### config.mk
export PLATFORM = sky130hd
export DESIGN_NAME = spi_data_crc
export DESIGN_NICKNAME = d
export VERILOG_FILES = /design/src/inc/spi_crc_pkg.sv /design/src/inc/frame_link_if.sv /design/src/logic/spi_shift_engine.sv /design/src/logic/spi_crc_unit.sv /design/src/logic/spi_data_crc.sv
export VERILOG_INCLUDE_DIRS = /design/src /design/src/inc
export SDC_FILE = /design/constraint.sdc
export NUM_CORES = 1
export LEC_CHECK = 0
export BUFFER_PORTS_ARGS = -buffer_cell sky130_fd_sc_hd__clkbuf_2
export CAP_MARGIN = 10
export CORE_ASPECT_RATIO = 0.7
export CORE_UTILIZATION = 45
export CTS_CLUSTER_DIAMETER = 100
export CTS_CLUSTER_SIZE = 12
export DETAILED_ROUTE_END_ITERATION = 12
export PLACE_DENSITY_LB_ADDON = 0.2
export SLEW_MARGIN = 20
export SYNTH_ARGS = -nofsm -noshare
export SYNTH_HDL_FRONTEND = slang
export SYNTH_SLANG_ARGS = --single-unit
### constraint.sdc
create_clock -name mclk -period 11.5 [get_ports mclk]
set_clock_uncertainty 0.2 [all_clocks]
set_input_delay 3.45 -clock mclk [delete_from_list [all_inputs] [get_ports mclk]]
set_output_delay 3.45 -clock mclk [all_outputs]
set_load 0.005 [all_outputs]
### src/inc/spi_crc_cfg.svh
// Purpose: Offsets, bit positions, reset values of the SPI data/CRC block
// Assumes: Byte addresses on a 32-bit AHB-Lite bus, one register per word
// Notes:   Definitions only
`ifndef SPI_CRC_CFG_SVH
`define SPI_CRC_CFG_SVH
`define OFS_CTRL    8'h00
`define OFS_STS     8'h08
`define OFS_DATA    8'h0C
`define OFS_POLY    8'h10
`define OFS_RX_CRC_VALUE    8'h14
`define OFS_TX_CRC_VALUE    8'h18
`define OFS_MODE    8'h1C
`define OFS_IMASK   8'h24
`define OFS_ISTAT   8'h28
`define BIT_ENABLE  6
`define BIT_WIDTH   11
`define BIT_CRCNEXT 12
`define BIT_CRCEN   13
`define BIT_AUDIO   11
`define BIT_BUSY    7
`define BIT_CRC_MISMATCH_FLAG    4
`define BIT_TE      1
`define BIT_RNE     0
`define POLY_RESET  16'h0007
`define CRC_RESET   16'h0000
`endif

### src/inc/spi_crc_pkg.sv
// Purpose: Types and CRC arithmetic shared by the SPI data/CRC block
// Assumes: Frames of 8 or 16 bits, MSB first
// Notes:   crcStep folds one whole frame into an accumulator
`default_nettype none
package spi_crc_pkg;
  typedef logic [15:0] word_t;
  typedef enum logic [2:0] {
    ST_IDLE  = 3'b001,
    ST_SHIFT = 3'b010,
    ST_DONE  = 3'b100
  } link_state_t;

  // One frame into the CRC, bitwise; 8-bit mode keeps only the low byte
  function automatic word_t crcStep(word_t c, word_t d, word_t p, logic w);
    word_t  r;
    logic   fb;
    integer i;
    r = c;
    for (i = 15; i >= 0; i = i - 1) begin
      if (w || i < 8) begin
        fb = (w ? r[15] : r[7]) ^ d[i];
        r  = {r[14:0], 1'b0};
        if (fb) begin
          r = r ^ p;
        end
      end
    end
    if (!w) begin
      r[15:8] = 8'h00;
    end
    return r;
  endfunction
endpackage
`default_nettype wire

### src/inc/frame_link_if.sv
// Purpose: Frame hand-off between control, shift engine and CRC unit
// Assumes: All signals on mclk
// Notes:   takeTx and rxDone are one-cycle pulses
`timescale 1ns/1ps
`default_nettype none
interface frame_link_if;
  import spi_crc_pkg::*;
  word_t txWord;   // Word for the next frame
  logic  txValid;  // txWord holds unsent data
  logic  wide;     // 16-bit frames
  logic  run;      // Interface enabled
  logic  takeTx;   // Engine took txWord
  word_t rxWord;   // Last received frame
  logic  rxDone;   // Frame received
  logic  active;   // Frame in progress
  modport ctl (output txWord, txValid, wide, run, input takeTx, rxWord, rxDone, active);
  modport eng (input txWord, txValid, wide, run, output takeTx, rxWord, rxDone, active);
  modport mon (input txWord, txValid, wide, run, takeTx, rxWord, rxDone, active);
endinterface
`default_nettype wire

### src/logic/spi_shift_engine.sv
// Purpose: SPI slave shift engine, mode 0, MSB first
// Assumes: sck, selN, mosi are asynchronous pins sampled by mclk
// Notes:   Link clock must stay well below mclk/4
`timescale 1ns/1ps
`default_nettype none
module spi_shift_engine (
  input  wire logic   mclk,
  input  wire logic   reset_n,
  input  wire logic   ce,
  input  wire logic   sck,
  input  wire logic   selN,
  input  wire logic   mosi,
  output logic        miso,
  output logic        misoOe,
  frame_link_if.eng   link
);
  import spi_crc_pkg::*;

  logic [2:0]  syncA_reg, syncB_reg;  // Two-stage pin synchronisers
  logic        sckP_reg;              // Previous synced sck
  link_state_t state_reg, state_next;
  word_t       shOut_reg, shOut_next; // Outgoing shift
  word_t       shIn_reg, shIn_next;   // Incoming shift
  word_t       rxW_reg, rxW_next;     // Captured frame
  logic [3:0]  cnt_reg, cnt_next;     // Bits sampled
  logic        miso_reg, miso_next;
  logic        sckS, selOn, mosiS, sckRise, sckFall;
  logic [3:0]  lastIdx;

  // Top bit of a word for the current frame width
  function automatic logic topBit(word_t v, logic w);
    return w ? v[15] : v[7];
  endfunction

  assign sckS    = syncB_reg[0];
  assign selOn   = !syncB_reg[1] && link.run;
  assign mosiS   = syncB_reg[2];
  assign sckRise = sckS && !sckP_reg;
  assign sckFall = !sckS && sckP_reg;
  assign lastIdx = link.wide ? 4'hF : 4'h7;

  // ----------------------------------------
  // Frame sequencing
  // ----------------------------------------
  always_comb begin
    state_next  = state_reg;
    shOut_next  = shOut_reg;
    shIn_next   = shIn_reg;
    rxW_next    = rxW_reg;
    cnt_next    = cnt_reg;
    miso_next   = miso_reg;
    link.takeTx = 1'b0;
    link.rxDone = 1'b0;
    unique case (state_reg)
      ST_IDLE: begin
        if (selOn) begin
          // Empty buffer sends zeros rather than stale data
          state_next  = ST_SHIFT;
          shOut_next  = link.txValid ? link.txWord : 16'h0000;
          miso_next   = link.txValid ? topBit(link.txWord, link.wide) : 1'b0;
          link.takeTx = link.txValid;
          cnt_next    = 4'h0;
        end
      end
      ST_SHIFT: begin
        if (!selOn) begin
          state_next = ST_IDLE; // Aborted frame is dropped
        end else begin
          if (sckRise) begin
            shIn_next = {shIn_reg[14:0], mosiS};
            cnt_next  = cnt_reg + 4'h1;
            if (cnt_reg == lastIdx) begin
              state_next = ST_DONE;
              rxW_next   = {shIn_reg[14:0], mosiS};
            end
          end
          // No shift before the first rise, so back-to-back frames keep MSB
          if (sckFall && cnt_reg != 4'h0) begin
            shOut_next = {shOut_reg[14:0], 1'b0};
            miso_next  = topBit({shOut_reg[14:0], 1'b0}, link.wide);
          end
        end
      end
      ST_DONE: begin
        link.rxDone = 1'b1;
        state_next  = ST_IDLE;
      end
    endcase
  end

  always_ff @(posedge mclk or negedge reset_n) begin
    if (!reset_n) begin
      // Idle pin levels: select high, clock low, so no false edge or select
      syncA_reg <= 3'h2;
      syncB_reg <= 3'h2;
      sckP_reg  <= 1'b0;
      state_reg <= ST_IDLE;
      shOut_reg <= 16'h0000;
      shIn_reg  <= 16'h0000;
      rxW_reg   <= 16'h0000;
      cnt_reg   <= 4'h0;
      miso_reg  <= 1'b0;
    end else if (ce) begin
      syncA_reg <= {mosi, selN, sck};
      syncB_reg <= syncA_reg;
      sckP_reg  <= sckS;
      state_reg <= state_next;
      shOut_reg <= shOut_next;
      shIn_reg  <= shIn_next;
      rxW_reg   <= rxW_next;
      cnt_reg   <= cnt_next;
      miso_reg  <= miso_next;
    end
  end

  assign link.rxWord = rxW_reg;
  assign link.active = state_reg != ST_IDLE;
  assign miso        = miso_reg;
  assign misoOe      = !syncB_reg[1];
endmodule // spi_shift_engine
`default_nettype wire

### src/logic/spi_crc_unit.sv
// Purpose: Running receive and transmit CRC accumulators
// Assumes: One takeTx / rxDone pulse per frame
// Notes:   Polynomial and width sampled at fold time
`timescale 1ns/1ps
`default_nettype none
`include "spi_crc_cfg.svh"
module spi_crc_unit (
  input  wire logic         mclk,
  input  wire logic         reset_n,
  input  wire logic         ce,
  frame_link_if.mon         link,
  input  wire logic [15:0]  poly,
  input  wire logic         crcOn,
  input  wire logic         crcClear,
  input  wire logic         skipRx,
  output logic      [15:0]  rxCrc,
  output logic      [15:0]  txCrc
);
  import spi_crc_pkg::*;

  word_t rx_reg, rx_next; // Receive accumulator
  word_t tx_reg, tx_next; // Transmit accumulator

  // ----------------------------------------
  // Accumulate per frame
  // ----------------------------------------
  always_comb begin
    rx_next = rx_reg;
    tx_next = tx_reg;
    if (crcClear) begin
      rx_next = `CRC_RESET;
      tx_next = `CRC_RESET;
    end else if (crcOn) begin
      // Received CRC frame itself is compared, not folded
      if (link.rxDone && !skipRx) begin
        rx_next = crcStep(rx_reg, link.rxWord, poly, link.wide);
      end
      if (link.takeTx) begin
        tx_next = crcStep(tx_reg, link.txWord, poly, link.wide);
      end
    end
  end

  always_ff @(posedge mclk or negedge reset_n) begin
    if (!reset_n) begin
      rx_reg <= `CRC_RESET;
      tx_reg <= `CRC_RESET;
    end else if (ce) begin
      rx_reg <= rx_next;
      tx_reg <= tx_next;
    end
  end

  assign rxCrc = rx_reg;
  assign txCrc = tx_reg;
endmodule // spi_crc_unit
`default_nettype wire

### src/logic/spi_data_crc.sv
// Purpose: SPI data register, CRC registers and AHB-Lite slave
// Assumes: mclk 100 MHz, SPI slave link on pins, zero-wait AHB
// Notes:   Reads are captured in the address phase
`timescale 1ns/1ps
`default_nettype none
`include "spi_crc_cfg.svh"
module spi_data_crc (
  input  wire logic         mclk,
  input  wire logic         reset_n,
  input  wire logic         ce,
  input  wire logic         hsel,
  input  wire logic [7:0]   haddr,
  input  wire logic [1:0]   htrans,
  input  wire logic         hwrite,
  input  wire logic [2:0]   hsize,
  input  wire logic [31:0]  hwdata,
  input  wire logic         hready,
  output logic      [31:0]  hrdata,
  output logic              hreadyout,
  output logic              hresp,
  input  wire logic         sck,
  input  wire logic         selN,
  input  wire logic         mosi,
  output logic              miso,
  output logic              misoOe,
  output logic              irq
);
  import spi_crc_pkg::*;

  frame_link_if link ();

  // ----------------------------------------
  // State
  // ----------------------------------------
  logic [15:0] ctrl_reg, ctrl_next;     // control_one
  word_t       txBuf_reg, txBuf_next;   // Transmit buffer
  logic        txFull_reg, txFull_next; // Transmit buffer holds data
  word_t       rxBuf_reg, rxBuf_next;   // Receive buffer
  logic        rxFull_reg, rxFull_next; // Receive buffer not empty
  word_t       poly_reg, poly_next;     // crc_polynomial
  logic        crc_mismatch_flag_reg, crc_mismatch_flag_next;     // crc_mismatch_flag
  logic        audio_reg, audio_next;   // Audio-serial mode
  logic [2:0]  imask_reg, imask_next;   // Interrupt mask
  logic [2:0]  istat_reg, istat_next;   // Sticky interrupt status
  logic        wrPend_reg, wrPend_next; // Write data phase pending
  logic [7:0]  wrAddr_reg, wrAddr_next; // Write address
  logic [31:0] hrd_reg, hrd_next;       // Read data
  word_t       rxCrc, txCrc;            // Accumulators
  word_t       rxMasked;                // Received frame at width
  logic        take, rdData, crcOn, crcClear, cerrSet, wide, busy;
  logic [31:0] rdMux;

  // Decoded control fields and the bus strobe; audio mode gates the CRC
  // path off at its source, so the accumulators cannot drift while the
  // pins carry audio frames
  assign wide  = ctrl_reg[`BIT_WIDTH];
  assign crcOn = ctrl_reg[`BIT_CRCEN] && !audio_reg;
  assign busy  = link.active || txFull_reg;
  assign take  = hsel && htrans[1] && hready;
  assign rdData = take && !hwrite && haddr == `OFS_DATA;
  assign rxMasked = wide ? link.rxWord : {8'h00, link.rxWord[7:0]};

  // Write strobe for one register in the data phase
  function automatic logic wrHit(logic p, logic [7:0] a, logic [7:0] ofs);
    return p && a == ofs;
  endfunction

  assign crcClear = wrHit(wrPend_reg, wrAddr_reg, `OFS_CTRL) && hwdata[`BIT_CRCEN];
  assign cerrSet  = link.rxDone && ctrl_reg[`BIT_CRCNEXT] && crcOn
                    && rxMasked != rxCrc;

  // ----------------------------------------
  // Read multiplexer
  // ----------------------------------------
  always_comb begin
    rdMux = 32'h0000_0000;
    unique case (haddr)
      `OFS_CTRL:  rdMux[15:0] = ctrl_reg;
      `OFS_STS: begin
        rdMux[`BIT_BUSY] = busy;
        rdMux[`BIT_CRC_MISMATCH_FLAG] = crc_mismatch_flag_reg;
        rdMux[`BIT_TE]   = !txFull_reg;
        rdMux[`BIT_RNE]  = rxFull_reg;
      end
      `OFS_DATA:  rdMux[15:0] = rxBuf_reg;
      `OFS_POLY:  rdMux[15:0] = audio_reg ? 16'h0000 : poly_reg;
      `OFS_RX_CRC_VALUE:  rdMux[15:0] = audio_reg ? 16'h0000 : rxCrc;
      `OFS_TX_CRC_VALUE:  rdMux[15:0] = audio_reg ? 16'h0000 : txCrc;
      `OFS_MODE:  rdMux[`BIT_AUDIO] = audio_reg;
      `OFS_IMASK: rdMux[2:0] = imask_reg;
      `OFS_ISTAT: rdMux[2:0] = istat_reg;
      default:    rdMux = 32'h0000_0000; // Unmapped reads zero
    endcase
  end

  // ----------------------------------------
  // Bus phase tracking
  // ----------------------------------------
  // Address phase is registered so the write lands in the data phase,
  // when hwdata is valid. Reads are captured at the address edge, which
  // keeps hreadyout tied high at the cost of reading one cycle early.
  always_comb begin
    wrPend_next = take && hwrite;
    wrAddr_next = take ? haddr : wrAddr_reg;
    hrd_next    = (take && !hwrite) ? rdMux : hrd_reg;
  end

  always_ff @(posedge mclk or negedge reset_n) begin
    if (!reset_n) begin
      wrPend_reg <= 1'b0;
      wrAddr_reg <= 8'h00;
      hrd_reg    <= 32'h0000_0000;
    end else if (ce) begin
      wrPend_reg <= wrPend_next;
      wrAddr_reg <= wrAddr_next;
      hrd_reg    <= hrd_next;
    end
  end

  // ----------------------------------------
  // Registers and buffers
  // ----------------------------------------
  // Hardware events are applied after software writes in this process, except the
  // data write, which follows the take, so an event landing with a clear is never lost.
  // Limitation: a control write in the cycle a CRC frame lands does not
  // keep the crc-next bit set.
  always_comb begin
    ctrl_next   = ctrl_reg;
    txBuf_next  = txBuf_reg;
    txFull_next = txFull_reg;
    rxBuf_next  = rxBuf_reg;
    rxFull_next = rxFull_reg;
    poly_next   = poly_reg;
    crc_mismatch_flag_next   = crc_mismatch_flag_reg;
    audio_next  = audio_reg;
    imask_next  = imask_reg;
    istat_next  = istat_reg;
    if (wrHit(wrPend_reg, wrAddr_reg, `OFS_CTRL)) begin
      ctrl_next = hwdata[15:0];
    end
    // Engine taking the word frees the buffer; a new write wins
    if (link.takeTx) begin
      txFull_next = 1'b0;
    end
    if (wrHit(wrPend_reg, wrAddr_reg, `OFS_DATA)) begin
      txBuf_next  = wide ? hwdata[15:0] : {8'h00, hwdata[7:0]};
      txFull_next = 1'b1;
    end
    // Reading the data register empties rx; a new frame wins
    if (rdData) begin
      rxFull_next = 1'b0;
    end
    if (link.rxDone) begin
      rxBuf_next  = rxMasked;
      rxFull_next = 1'b1;
      if (ctrl_reg[`BIT_CRCNEXT]) begin
        ctrl_next[`BIT_CRCNEXT] = 1'b0; // CRC frame consumed
      end
    end
    if (wrHit(wrPend_reg, wrAddr_reg, `OFS_POLY)) begin
      poly_next = hwdata[15:0];
    end
    if (wrHit(wrPend_reg, wrAddr_reg, `OFS_STS) && !hwdata[`BIT_CRC_MISMATCH_FLAG]) begin
      crc_mismatch_flag_next = 1'b0;
    end
    if (cerrSet) begin
      crc_mismatch_flag_next = 1'b1;
    end
    if (wrHit(wrPend_reg, wrAddr_reg, `OFS_MODE)) begin
      audio_next = hwdata[`BIT_AUDIO];
    end
    if (wrHit(wrPend_reg, wrAddr_reg, `OFS_IMASK)) begin
      imask_next = hwdata[2:0];
    end
    // Write one clears, events set in the same cycle win
    if (wrHit(wrPend_reg, wrAddr_reg, `OFS_ISTAT)) begin
      istat_next = istat_reg & ~hwdata[2:0];
    end
    istat_next = istat_next | {cerrSet, link.takeTx, link.rxDone};
  end

  always_ff @(posedge mclk or negedge reset_n) begin
    if (!reset_n) begin
      ctrl_reg   <= 16'h0000;
      txBuf_reg  <= 16'h0000;
      txFull_reg <= 1'b0;
      rxBuf_reg  <= 16'h0000;
      rxFull_reg <= 1'b0;
      poly_reg   <= `POLY_RESET;
      crc_mismatch_flag_reg   <= 1'b0;
      audio_reg  <= 1'b0;
      imask_reg  <= 3'h0;
      istat_reg  <= 3'h0;
    end else if (ce) begin
      ctrl_reg   <= ctrl_next;
      txBuf_reg  <= txBuf_next;
      txFull_reg <= txFull_next;
      rxBuf_reg  <= rxBuf_next;
      rxFull_reg <= rxFull_next;
      poly_reg   <= poly_next;
      crc_mismatch_flag_reg   <= crc_mismatch_flag_next;
      audio_reg  <= audio_next;
      imask_reg  <= imask_next;
      istat_reg  <= istat_next;
    end
  end

  // ----------------------------------------
  // Link hand-off and submodules
  // ----------------------------------------
  // The engine reads the buffer straight from the flops; a data write
  // racing frame start still wins, as it is applied after the take
  assign link.txWord  = txBuf_reg;
  assign link.txValid = txFull_reg;
  assign link.wide    = wide;
  assign link.run     = ctrl_reg[`BIT_ENABLE];

  // Shift engine: pin synchronisers, frame timing, rx capture
  spi_shift_engine engine (
    .mclk    (mclk),
    .reset_n (reset_n),
    .ce      (ce),
    .sck     (sck),
    .selN    (selN),
    .mosi    (mosi),
    .miso    (miso),
    .misoOe  (misoOe),
    .link    (link.eng)
  );

  // CRC unit: folds each taken tx word and each received frame except the CRC frame
  spi_crc_unit crc (
    .mclk     (mclk),
    .reset_n  (reset_n),
    .ce       (ce),
    .link     (link.mon),
    .poly     (poly_reg),
    .crcOn    (crcOn),
    .crcClear (crcClear),
    .skipRx   (ctrl_reg[`BIT_CRCNEXT]),
    .rxCrc    (rxCrc),
    .txCrc    (txCrc)
  );

  // Zero wait states and no error response: every register answers at
  // once. irq is a level, so a masked event raises it once unmasked.
  assign hrdata    = hrd_reg;
  assign hreadyout = 1'b1;
  assign hresp     = 1'b0;
  assign irq       = |(istat_reg & imask_reg);
endmodule // spi_data_crc
`default_nettype wire

==> impl_metrics.json, run 1 <==
{
  "clkSinkCount": 192,
  "postRouteAntennaNets": 0,
  "n_fill_cell": 4573,
  "post-route-period-util": 0.959,
  "die_w_um": 261,
  "finalHoldViolations": 0,
  "finalSetupTns_ps": 0,
  "gp_congestion": 0.988,
  "dr.pass1.iters": 12,
  "final_cell_area_um2": 22600,
  "cpLargestDelayFamily": "simple AND/OR/NAND/NOR gates",
  "rows": 66,
  "start_util": 0.456,
  "p_total_mw": 2.32,
  "cp_slowest_cell": "dfrtp_4",
  "synth_area_per_cell_um2": 7.61,
  "grt_pass1_wl_mm": 117,
  "peakVddDrop_mv": 0.0940,
  "grt_antenna_before_repair": 5,
  "arrival_ps": 11220,
  "clkTransAtPathRegs_ps": 80,
  "worstSetupEndpointType": "register",
  "max_stage_delay_ps": 710,
  "ctsLongestPathBuffers": 2,
  "cap_violations": 0,
  "synthAdderAreaFrac": 0.00118,
  "fin_crit_ps": 11030,
  "synth_cells": 2780,
  "syn_to_final_growth_pct": 6.58,
  "hp-class": "register to register",
  "powerDensity_nw_per_um2": 103,
  "yosysSeqAreaShare": 0.227,
  "grtUsageTotal": 0.318,
  "syn-cell-area_um2": 21200,
  "routed_wl_mm": 77.3,
  "h-tree-depth": 4,
  "ios": 91,
  "synth-xor-area-share": 0.211,
  "crit_fanout": 27,
  "ys_warn_count": 0,
  "drtIter0Drc": 2625,
  "synth_top_cell_by_area": "dfrtp_1",
  "synth-compound-area-share": 0.172,
  "leakagePower_nw": 8.64,
  "cp-start-kind": "register",
  "clock.fmax_mhz": 90.6,
  "slew_violations": 0,
  "async_flop_share": 1.00,
  "synth_top_family_by_area": "simple AND/OR/NAND/NOR gates",
  "grt_overflow": 0,
  "core_area_um2": 46400,
  "synth_edf_count": 0,
  "multiInputGateArea_um2": 15400,
  "layout-drive-gt1-share": 0.120,
  "worst-slew-pin-transition_ps": 1020,
  "crit_required_ps": 11690,
  "die_area_um2": 47900,
  "placedInstanceArea_um2": 21800,
  "utilization": 0.486,
  "setup_viol": 0,
  "netlist.area_leader.share": 0.220,
  "synthSimpleGateAreaFrac": 0.262,
  "fp.dieH_um": 183,
  "path_class": "register to register",
  "ys_ff_latch": 192,
  "ys.flop_type": "dfrtp_1",
  "synthTopCellsByCount": "nand2_1 (597), xnor2_1 (366), dfrtp_1 (186), clkbuf_1 (177), o21ai_0 (119)",
  "synthMuxAreaShare": 0.0681,
  "clock_latency_ps": 470,
  "synthTopCellsByArea": "dfrtp_1 (22%), xnor2_1 (15%), nand2_1 (11%), mux2_2 (4.3%), xor2_1 (3.1%)",
  "viasPerCell": 6.33,
  "slew_headroom": 0.322,
  "synthDistinctLibCells": 104,
  "drc_errors": 1,
  "num_vias": 21000,
  "whs_ps": 281,
  "crit_top_cell": "mux2i_1",
  "ff_latch_area_um2": 4820,
  "nNetsFinal": 2749,
  "grt_pass1_vias": 19200,
  "cts_tree": "yes",
  "worst-path-buf-inv": 1,
  "wl_per_cell_um": 23.3,
  "synth_most_common_cell": "nand2_1",
  "cts_inserted_buffers": 17,
  "status": "finished with violations",
  "grt_max_degree": 73,
  "portBuffers": 52,
  "violations": "DRC",
  "diodes": 0,
  "dp.final_hpwl_mm": 54.2,
  "cts-root-buf": "clkbuf_16"
}
==> cells in the final DEF, fill, tap and decap left out, types with 10 or more instances in the layout <==
master	instances
xor2_1	75
and2_1	15
mux2i_1	40
and3_1	49
xnor3_1	15
and4_1	18
nor2_1	117
a22oi_1	15
or3_1	26
nand2_1	597
dfrtp_1	183
o211a_1	10
o211ai_1	19
clkbuf_16	17
nor2b_1	18
o31ai_1	25
o21ai_0	118
nand3_1	99
or4_1	12
o31a_1	23
buf_4	76
a22o_1	12
nor4_1	20
a21oi_1	106
nand4_1	59
a211o_1	12
a31oi_1	38
nand4b_1	13
a221oi_1	10
mux2_2	80
xnor2_1	363
nor3_1	46
clkbuf_2	51
a211oi_1	16
nand2b_1	22
inv_1	35
conb_1	18
==> stage by stage <==
stage	worst slack, ps	instances
floorplan	2220	2796
finish	467	3318
global route	-79.1	3318
detailed placement	226	3281
global placement	506	3281
CTS	153	3313
==> repair_timing <==
action	4_1_cts	5_1_grt
resized for setup	0	15
hold endpoints to repair	0	0
hold buffers	0	0
setup endpoints to repair	0	32
buffers inserted	0	4
==> where the power goes <==
group	internal [mW]	switching, mW	total, mW
registers	0.708	0.0483	0.756
logic	0.333	0.621	0.954
clock network	0.292	0.315	0.607
total	1.33	0.984	2.32
==> metal layers <==
metal  GRT usage  routed length [um]  up-vias
met1       0.458               33700    10200
met2       0.465               32400     1146
met5           0                   0        -
li1            -                   -     9504
met4      0.0928                2240        0
met3      0.0790                9050      165
==> cell families (layout without fill, tap and decap cells) <==
kind of cell	Yosys count	count (layout)
compound gates	524	524
xor+xnor	470	471
fa+ha+maj	2	2
buf+inv	293	202
flops	192	192
mux	128	128
other cells	2	18
simple gates	1169	1169
==> worst min-delay path: stages, from the launching register on <==
cell	delay, ps
dfrtp_1	350
nand2_1	50
nand2_1	50
==> worst paths after layout <==
check	startpoint	end	slack, ps	cells past startpoint
min	rxBuf_reg[15]	rxBuf_reg[15]	280	2
max in group asynchronous	reset_n	poly_reg[14]	6250	3
min reg2reg	rxBuf_reg[15]	rxBuf_reg[15]	280	2
max	ctrl_reg[11]	crc.txCrc[2]	470	32
min in group asynchronous	reset_n	crc.rxCrc[8]	2770	1
max reg2reg	ctrl_reg[11]	crc.txCrc[2]	470	32
==> layout make-up <==
class / count / area share
inverter: 41 / 0.00682
clock inverter: 15 / 0.00760
sequential: 192 / 0.214
tap: 612 / 0.0340
clock buffer: 17 / 0.0189
timing repair buffer: 129 / 0.0381
multi-input combinational: 2312 / 0.681
Power figures use the tool's default switching activity.
==> run 2, diff against run 1 <==
--- a/config.mk
+++ b/config.mk
@@ -9,7 +9,7 @@
 export BUFFER_PORTS_ARGS = -buffer_cell sky130_fd_sc_hd__clkbuf_2
 export CAP_MARGIN = 10
 export CORE_ASPECT_RATIO = 0.7
-export CORE_UTILIZATION = 45
+export CORE_UTILIZATION = 24
 export CTS_CLUSTER_DIAMETER = 100
 export CTS_CLUSTER_SIZE = 12
 export DETAILED_ROUTE_END_ITERATION = 12
==> run 2 against run 1 <==
Effect of this change: the flow now finishes without violations; sequential power about the same; clock power about the same; worst setup slack better by 320 ps; die area up 87%; total power up 0.72%; final cell count up 17%; critical path depth unchanged; register-to-register slack better by 320 ps; sequential cell count unchanged; largest power group unchanged.
==> impl_metrics.json, run 2 (synthesis gave the netlist of run 1 again) <==
{
  "status": "completed",
  "ctsLongestPathBuffers": 2,
  "powerDensity_nw_per_um2": 100,
  "rows": 90,
  "cp_slowest_cell": "o311ai_2",
  "num_vias": 20200,
  "instances_no_fill": 3880,
  "core_area_um2": 86700,
  "grtUsageTotal": 0.188,
  "cts-root-buf": "clkbuf_16",
  "dr.pass1.iters": 7,
  "die_area_um2": 89400,
  "fin_crit_ps": 10710,
  "h-tree-depth": 4,
  "path_class": "register to register",
  "finalSetupTns_ps": 0,
  "routed_wl_mm": 84.9,
  "grt_antenna_before_repair": 4,
  "drc_errors": 0,
  "whs_ps": 274,
  "dp.final_hpwl_mm": 62.0,
  "diodes": 0,
  "cts_inserted_buffers": 17,
  "cap_violations": 0,
  "max_stage_delay_ps": 680,
  "grt_pass1_wl_mm": 127,
  "setup_viol": 0,
  "ios": 91,
  "finalHoldViolations": 0,
  "crit_fanout": 31,
  "worstSetupEndpointType": "register",
  "cp-start-kind": "register",
  "grt_overflow": 0,
  "fp.dieH_um": 250,
  "layout_commonest_cell": "nand2_1",
  "layout_common_cells": "nand2_1 (597), xnor2_1 (365), dfrtp_1 (180), o21ai_0 (118), nor2_1 (116)",
  "grt_pass1_vias": 18600,
  "clock_latency_ps": 460,
  "n_fill_cell": 9540,
  "viasPerCell": 5.20,
  "clkTransAtPathRegs_ps": 80,
  "rsz0062_at_grt": "false",
  "peakVddDrop_mv": 0.0876,
  "dpl.cell_count": 3847,
  "layout-drive-gt1-share": 0.126,
  "slew_headroom": 0.284,
  "hp-class": "register to register",
  "syn_to_final_growth_pct": 10.2,
  "postRouteAntennaNets": 0,
  "clock.fmax_mhz": 93.4,
  "cts_tree": "yes",
  "drtIter0Drc": 2044,
  "crit_top_cell": "xnor2_1",
  "arrival_ps": 10910,
  "die_w_um": 357,
  "clkSinkCount": 192,
  "portBuffers": 52,
  "grt_max_degree": 84,
  "wl_per_cell_um": 21.9,
  "slew_violations": 0,
  "worst-slew-pin-transition_ps": 1070,
  "start_util": 0.244,
  "nNetsFinal": 2773,
  "crit_required_ps": 11690,
  "gp_congestion": 0.874,
  "leakagePower_nw": 8.71,
  "post-route-period-util": 0.931
}
-- run 2: changes by cell type in the layout (fill, tap and decap cells not counted), moves of 2 or more --
cell      previous run  this run
xnor2_2              7         4
dfrtp_1            183       180
xnor2_1            363       365
buf_4               76       102
inv_8                2         0
clkbuf_1             0         4
dfrtp_2              2         5
clkinv_2             2         0
clkinv_8             5         1
-- run 2: critical path: cells and delay by family (launching register included) --
family	cells	cell delay [ps]
AOI/OAI and AO/OA	6	2290
xor gates and xnor gates	8	2410
buffers and inverters	2	640
DFF	1	630
muxes	3	910
and+or+nand+nor	13	3500
-- run 2: worst paths after layout --
kind	start	depth (start not counted)	to	slack [ps]
setup / recovery	ctrl_reg[11]	32	crc.txCrc[7]	790
min in group asynchronous	reset_n	1	crc.rxCrc[8]	2780
setup reg to reg	ctrl_reg[11]	32	crc.txCrc[7]	790
hold reg to reg	rxBuf_reg[15]	2	rxBuf_reg[15]	270
hold / removal	rxBuf_reg[15]	2	rxBuf_reg[15]	270
max in group asynchronous	reset_n	2	poly_reg[7]	6790
-- run 2: power by group --
part / leakage (nW) / internal (mW) / switching, mW
Combinational: 5.87 / 0.341 / 0.633
Sequential: 2.57 / 0.708 / 0.0483
Clock: 0.268 / 0.315 / 0.289
Total: 8.71 / 1.36 / 0.971
-- run 2: what timing repair did --
action | in CTS | in global routing
hold buffers | 0 | 0
buffers inserted | 0 | 1
gates resized for setup | 0 | 7
setup endpoints to repair | 0 | 26
-- run 2: metrics by stage --
| step | util | area, um^2 | setup slack (ps) | total power, mW |
|---|---|---|---|---|
| final | 0.269 | 23300 | 788 | 2.33 |
| after global routing | 0.269 | 23300 | 51.4 | 2.46 |
| after CTS | 0.268 | 23200 | 540 | 2.33 |
| after detailed placement | 0.262 | 22700 | 602 | 1.72 |
| after global placement | 0.262 | 22700 | 571 | 1.72 |
| after floorplan | - | 21200 | 2220 | 1.43 |
-- run 2: layer usage --
metal / up-vias / GRT usage / share of wire
met5: - / 0 / 0.00011
li1: 9556 / - / -
met1: 9888 / 0.301 / 0.52
met4: 2 / 0.0317 / 0.013
met3: 65 / 0.0396 / 0.077
met2: 648 / 0.253 / 0.39
-- run 2: layout make-up --
| type | instances | area, um^2 | share of cell area |
|---|---|---|---|
| multi-input cells | 2311 | 15300 | 0.656 |
| well taps | 1150 | 1440 | 0.0617 |
| flip-flops and latches | 192 | 4820 | 0.207 |
| clock buffers | 23 | 468 | 0.0201 |
| repair buffers | 154 | 1040 | 0.0444 |
| inverters | 41 | 154 | 0.00660 |
| clock inverters | 9 | 104 | 0.00445 |
==> run 3, diff against run 2 <==
--- a/config.mk
+++ b/config.mk
@@ -13,6 +13,7 @@
 export CTS_CLUSTER_DIAMETER = 100
 export CTS_CLUSTER_SIZE = 12
 export DETAILED_ROUTE_END_ITERATION = 12
+export GPL_TIMING_DRIVEN = 0
 export PLACE_DENSITY_LB_ADDON = 0.2
 export SLEW_MARGIN = 20
 export SYNTH_ARGS = -nofsm -noshare
==> run 3 against run 2 <==
Effect of this change: combinational power rose by 11%; sequential share of layout area fell by 0.82 points; global-route usage rose by 2.7 points; first-iteration DRC count rose by 32%; clock-buffer cell count rose by 3; highest routed layer is now met4; largest power group unchanged; non-clock buffer count rose by 166; critical path depth fell by 6; critical endpoint is now crc.rxCrc[14]; fmax fell by 4.6%.
==> impl_metrics.json, run 3 (synthesis gave the netlist of run 1 again) <==
{
  "status": "completed",
  "clkTransAtPathRegs_ps": 80,
  "crit_fanout": 10,
  "ff_latch_area_um2": 4810,
  "nNetsFinal": 2947,
  "worst_r2r_path_depth": 26,
  "core_area_um2": 86700,
  "powerDensity_nw_per_um2": 106,
  "ctsLongestPathBuffers": 3,
  "cap_violations": 0,
  "start_util": 0.244,
  "setup_viol": 0,
  "die_area_um2": 89400,
  "worst_r2r_startpoint": "ctrl_reg[11]",
  "grt_overflow": 0,
  "crit_top_cell": "clkbuf_1",
  "routed_wl_mm": 98.3,
  "clock_latency_ps": 520,
  "clock.fmax_mhz": 89.1,
  "worst-path-buf-inv": 20,
  "reg2reg_setup_slack_ps": 270,
  "clkSinkCount": 192,
  "rsz0062_at_grt": "false",
  "final_cell_area_um2": 24200,
  "dpl.cell_count": 4000,
  "leakagePower_nw": 8.98,
  "max_stage_delay_ps": 600,
  "grt_pass1_vias": 19600,
  "multiInputGateArea_um2": 15500,
  "drtIter0Drc": 2704,
  "drc_errors": 0,
  "syn_to_final_growth_pct": 14.6,
  "cts_tree": "yes",
  "grt_pass1_wl_mm": 141,
  "crit_start": "ctrl_reg[11]",
  "wl_per_cell_um": 24.3,
  "viasPerCell": 5.30,
  "placedInstanceArea_um2": 23000,
  "whs_ps": 283,
  "n_fill_cell": 9544,
  "fin_crit_ps": 11230,
  "die_w_um": 357,
  "peakVddDrop_mv": 0.0672,
  "rows": 90,
  "instances_no_fill": 4048,
  "cp-start-kind": "register",
  "grt_antenna_before_repair": 5,
  "slew_violations": 0,
  "gp_congestion": 0.930,
  "postRouteAntennaNets": 0,
  "worst-slew-pin-transition_ps": 1150,
  "hp-class": "register to register",
  "cts_inserted_buffers": 25,
  "worst-path-stages": 26,
  "layout_commonest_cell": "nand2_1",
  "finalHoldViolations": 0,
  "fp.dieH_um": 250,
  "h-tree-depth": 4,
  "arrival_ps": 11370,
  "portBuffers": 52,
  "grt_max_degree": 86,
  "crit_end": "crc.rxCrc[14]",
  "cpLargestDelayFamily": "buffers and inverters",
  "path_class": "register to register",
  "dp.final_hpwl_mm": 76.7,
  "num_vias": 21500,
  "crit_required_ps": 11640,
  "cp_slowest_cell": "clkdlybuf4s15_2",
  "r2r-end": "crc.rxCrc[14]",
  "ios": 91,
  "dr.pass1.iters": 7,
  "slew_headroom": 0.230,
  "layout_common_cells": "nand2_1 (596), xnor2_1 (361), dfrtp_1 (184), clkbuf_1 (159), o21ai_0 (119)",
  "post-route-period-util": 0.976,
  "worstSetupEndpointType": "register",
  "layout-drive-gt1-share": 0.120,
  "grtUsageTotal": 0.216,
  "cts-root-buf": "clkbuf_16"
}
-- run 3: cell count changes in the layout (fill, tap and decap cells not counted), moves of 4 or more --
| cell | change |
|---|---|
| buf_1 | +27 |
| buf_2 | +24 |
| buf_4 | -64 |
| clkbuf_1 | +155 |
| clkbuf_16 | +8 |
| clkbuf_2 | +16 |
| clkinv_2 | +5 |
| dfrtp_1 | +4 |
| xnor2_1 | -4 |
| xnor2_2 | +5 |
| xor2_1 | -4 |
-- run 3: layout make-up --
type,count,area share
multi-input cells,2311,0.641
flip-flops and latches,192,0.199
well taps,1150,0.0594
plain buffers,248,0.0440
clock buffers,26,0.0264
repair buffers,72,0.0195
inverters,41,0.00640
clock inverters,7,0.00454
diodes,1,0.000103
-- run 3: report_power, final --
| group | total, mW | switching, mW | internal, mW |
|---|---|---|---|
| combinational | 1.08 | 0.731 | 0.349 |
| clock | 0.762 | 0.299 | 0.463 |
| sequential | 0.740 | 0.0321 | 0.708 |
-- run 3: layer usage --
| layer | share of wire | GRT usage |
|---|---|---|
| met1 | 0.50 | 0.347 |
| met2 | 0.37 | 0.267 |
| met3 | 0.12 | 0.0748 |
| met4 | 0.012 | 0.0313 |
| met5 | 0 | 0 |
-- run 3: what timing repair did --
action                                  CTS  global route
resized for setup                        24            54
hold buffers                              0             0
gates cloned                              0             0
endpoints found under the setup margin   64            54
pin swaps                                 1            10
buffers inserted                          3            15
-- run 3: worst min-delay path by stage --
stage | start | end | depth (start not counted)
floorplan | rxBuf_reg[14] | rxBuf_reg[14] | 2
global placement | rxBuf_reg[1] | rxBuf_reg[1] | 2
detailed placement | ctrl_reg[8] | ctrl_reg[8] | 2
CTS | ctrl_reg[8] | ctrl_reg[8] | 2
global route | ctrl_reg[8] | ctrl_reg[8] | 2
finish | engine.shOut_reg[8] | engine.shOut_reg[8] | 2
-- run 3: worst min-delay path: stages, from the launching register on --
cell and delay, ps:
dfrtp_1 340, nand2_1 50, o21ai_0 60
-- run 3: through the flow --
step	worst slack, ps	setup TNS [ps]	power [mW]	util
CTS	1.12	0	2.54	0.275
detailed placement	-1250	-42920	1.76	0.265
global placement	-1270	-43160	1.77	0.264
global route	3.57	0	2.70	0.280
finish	274	0	2.58	0.280
floorplan	2220	0	1.43	-
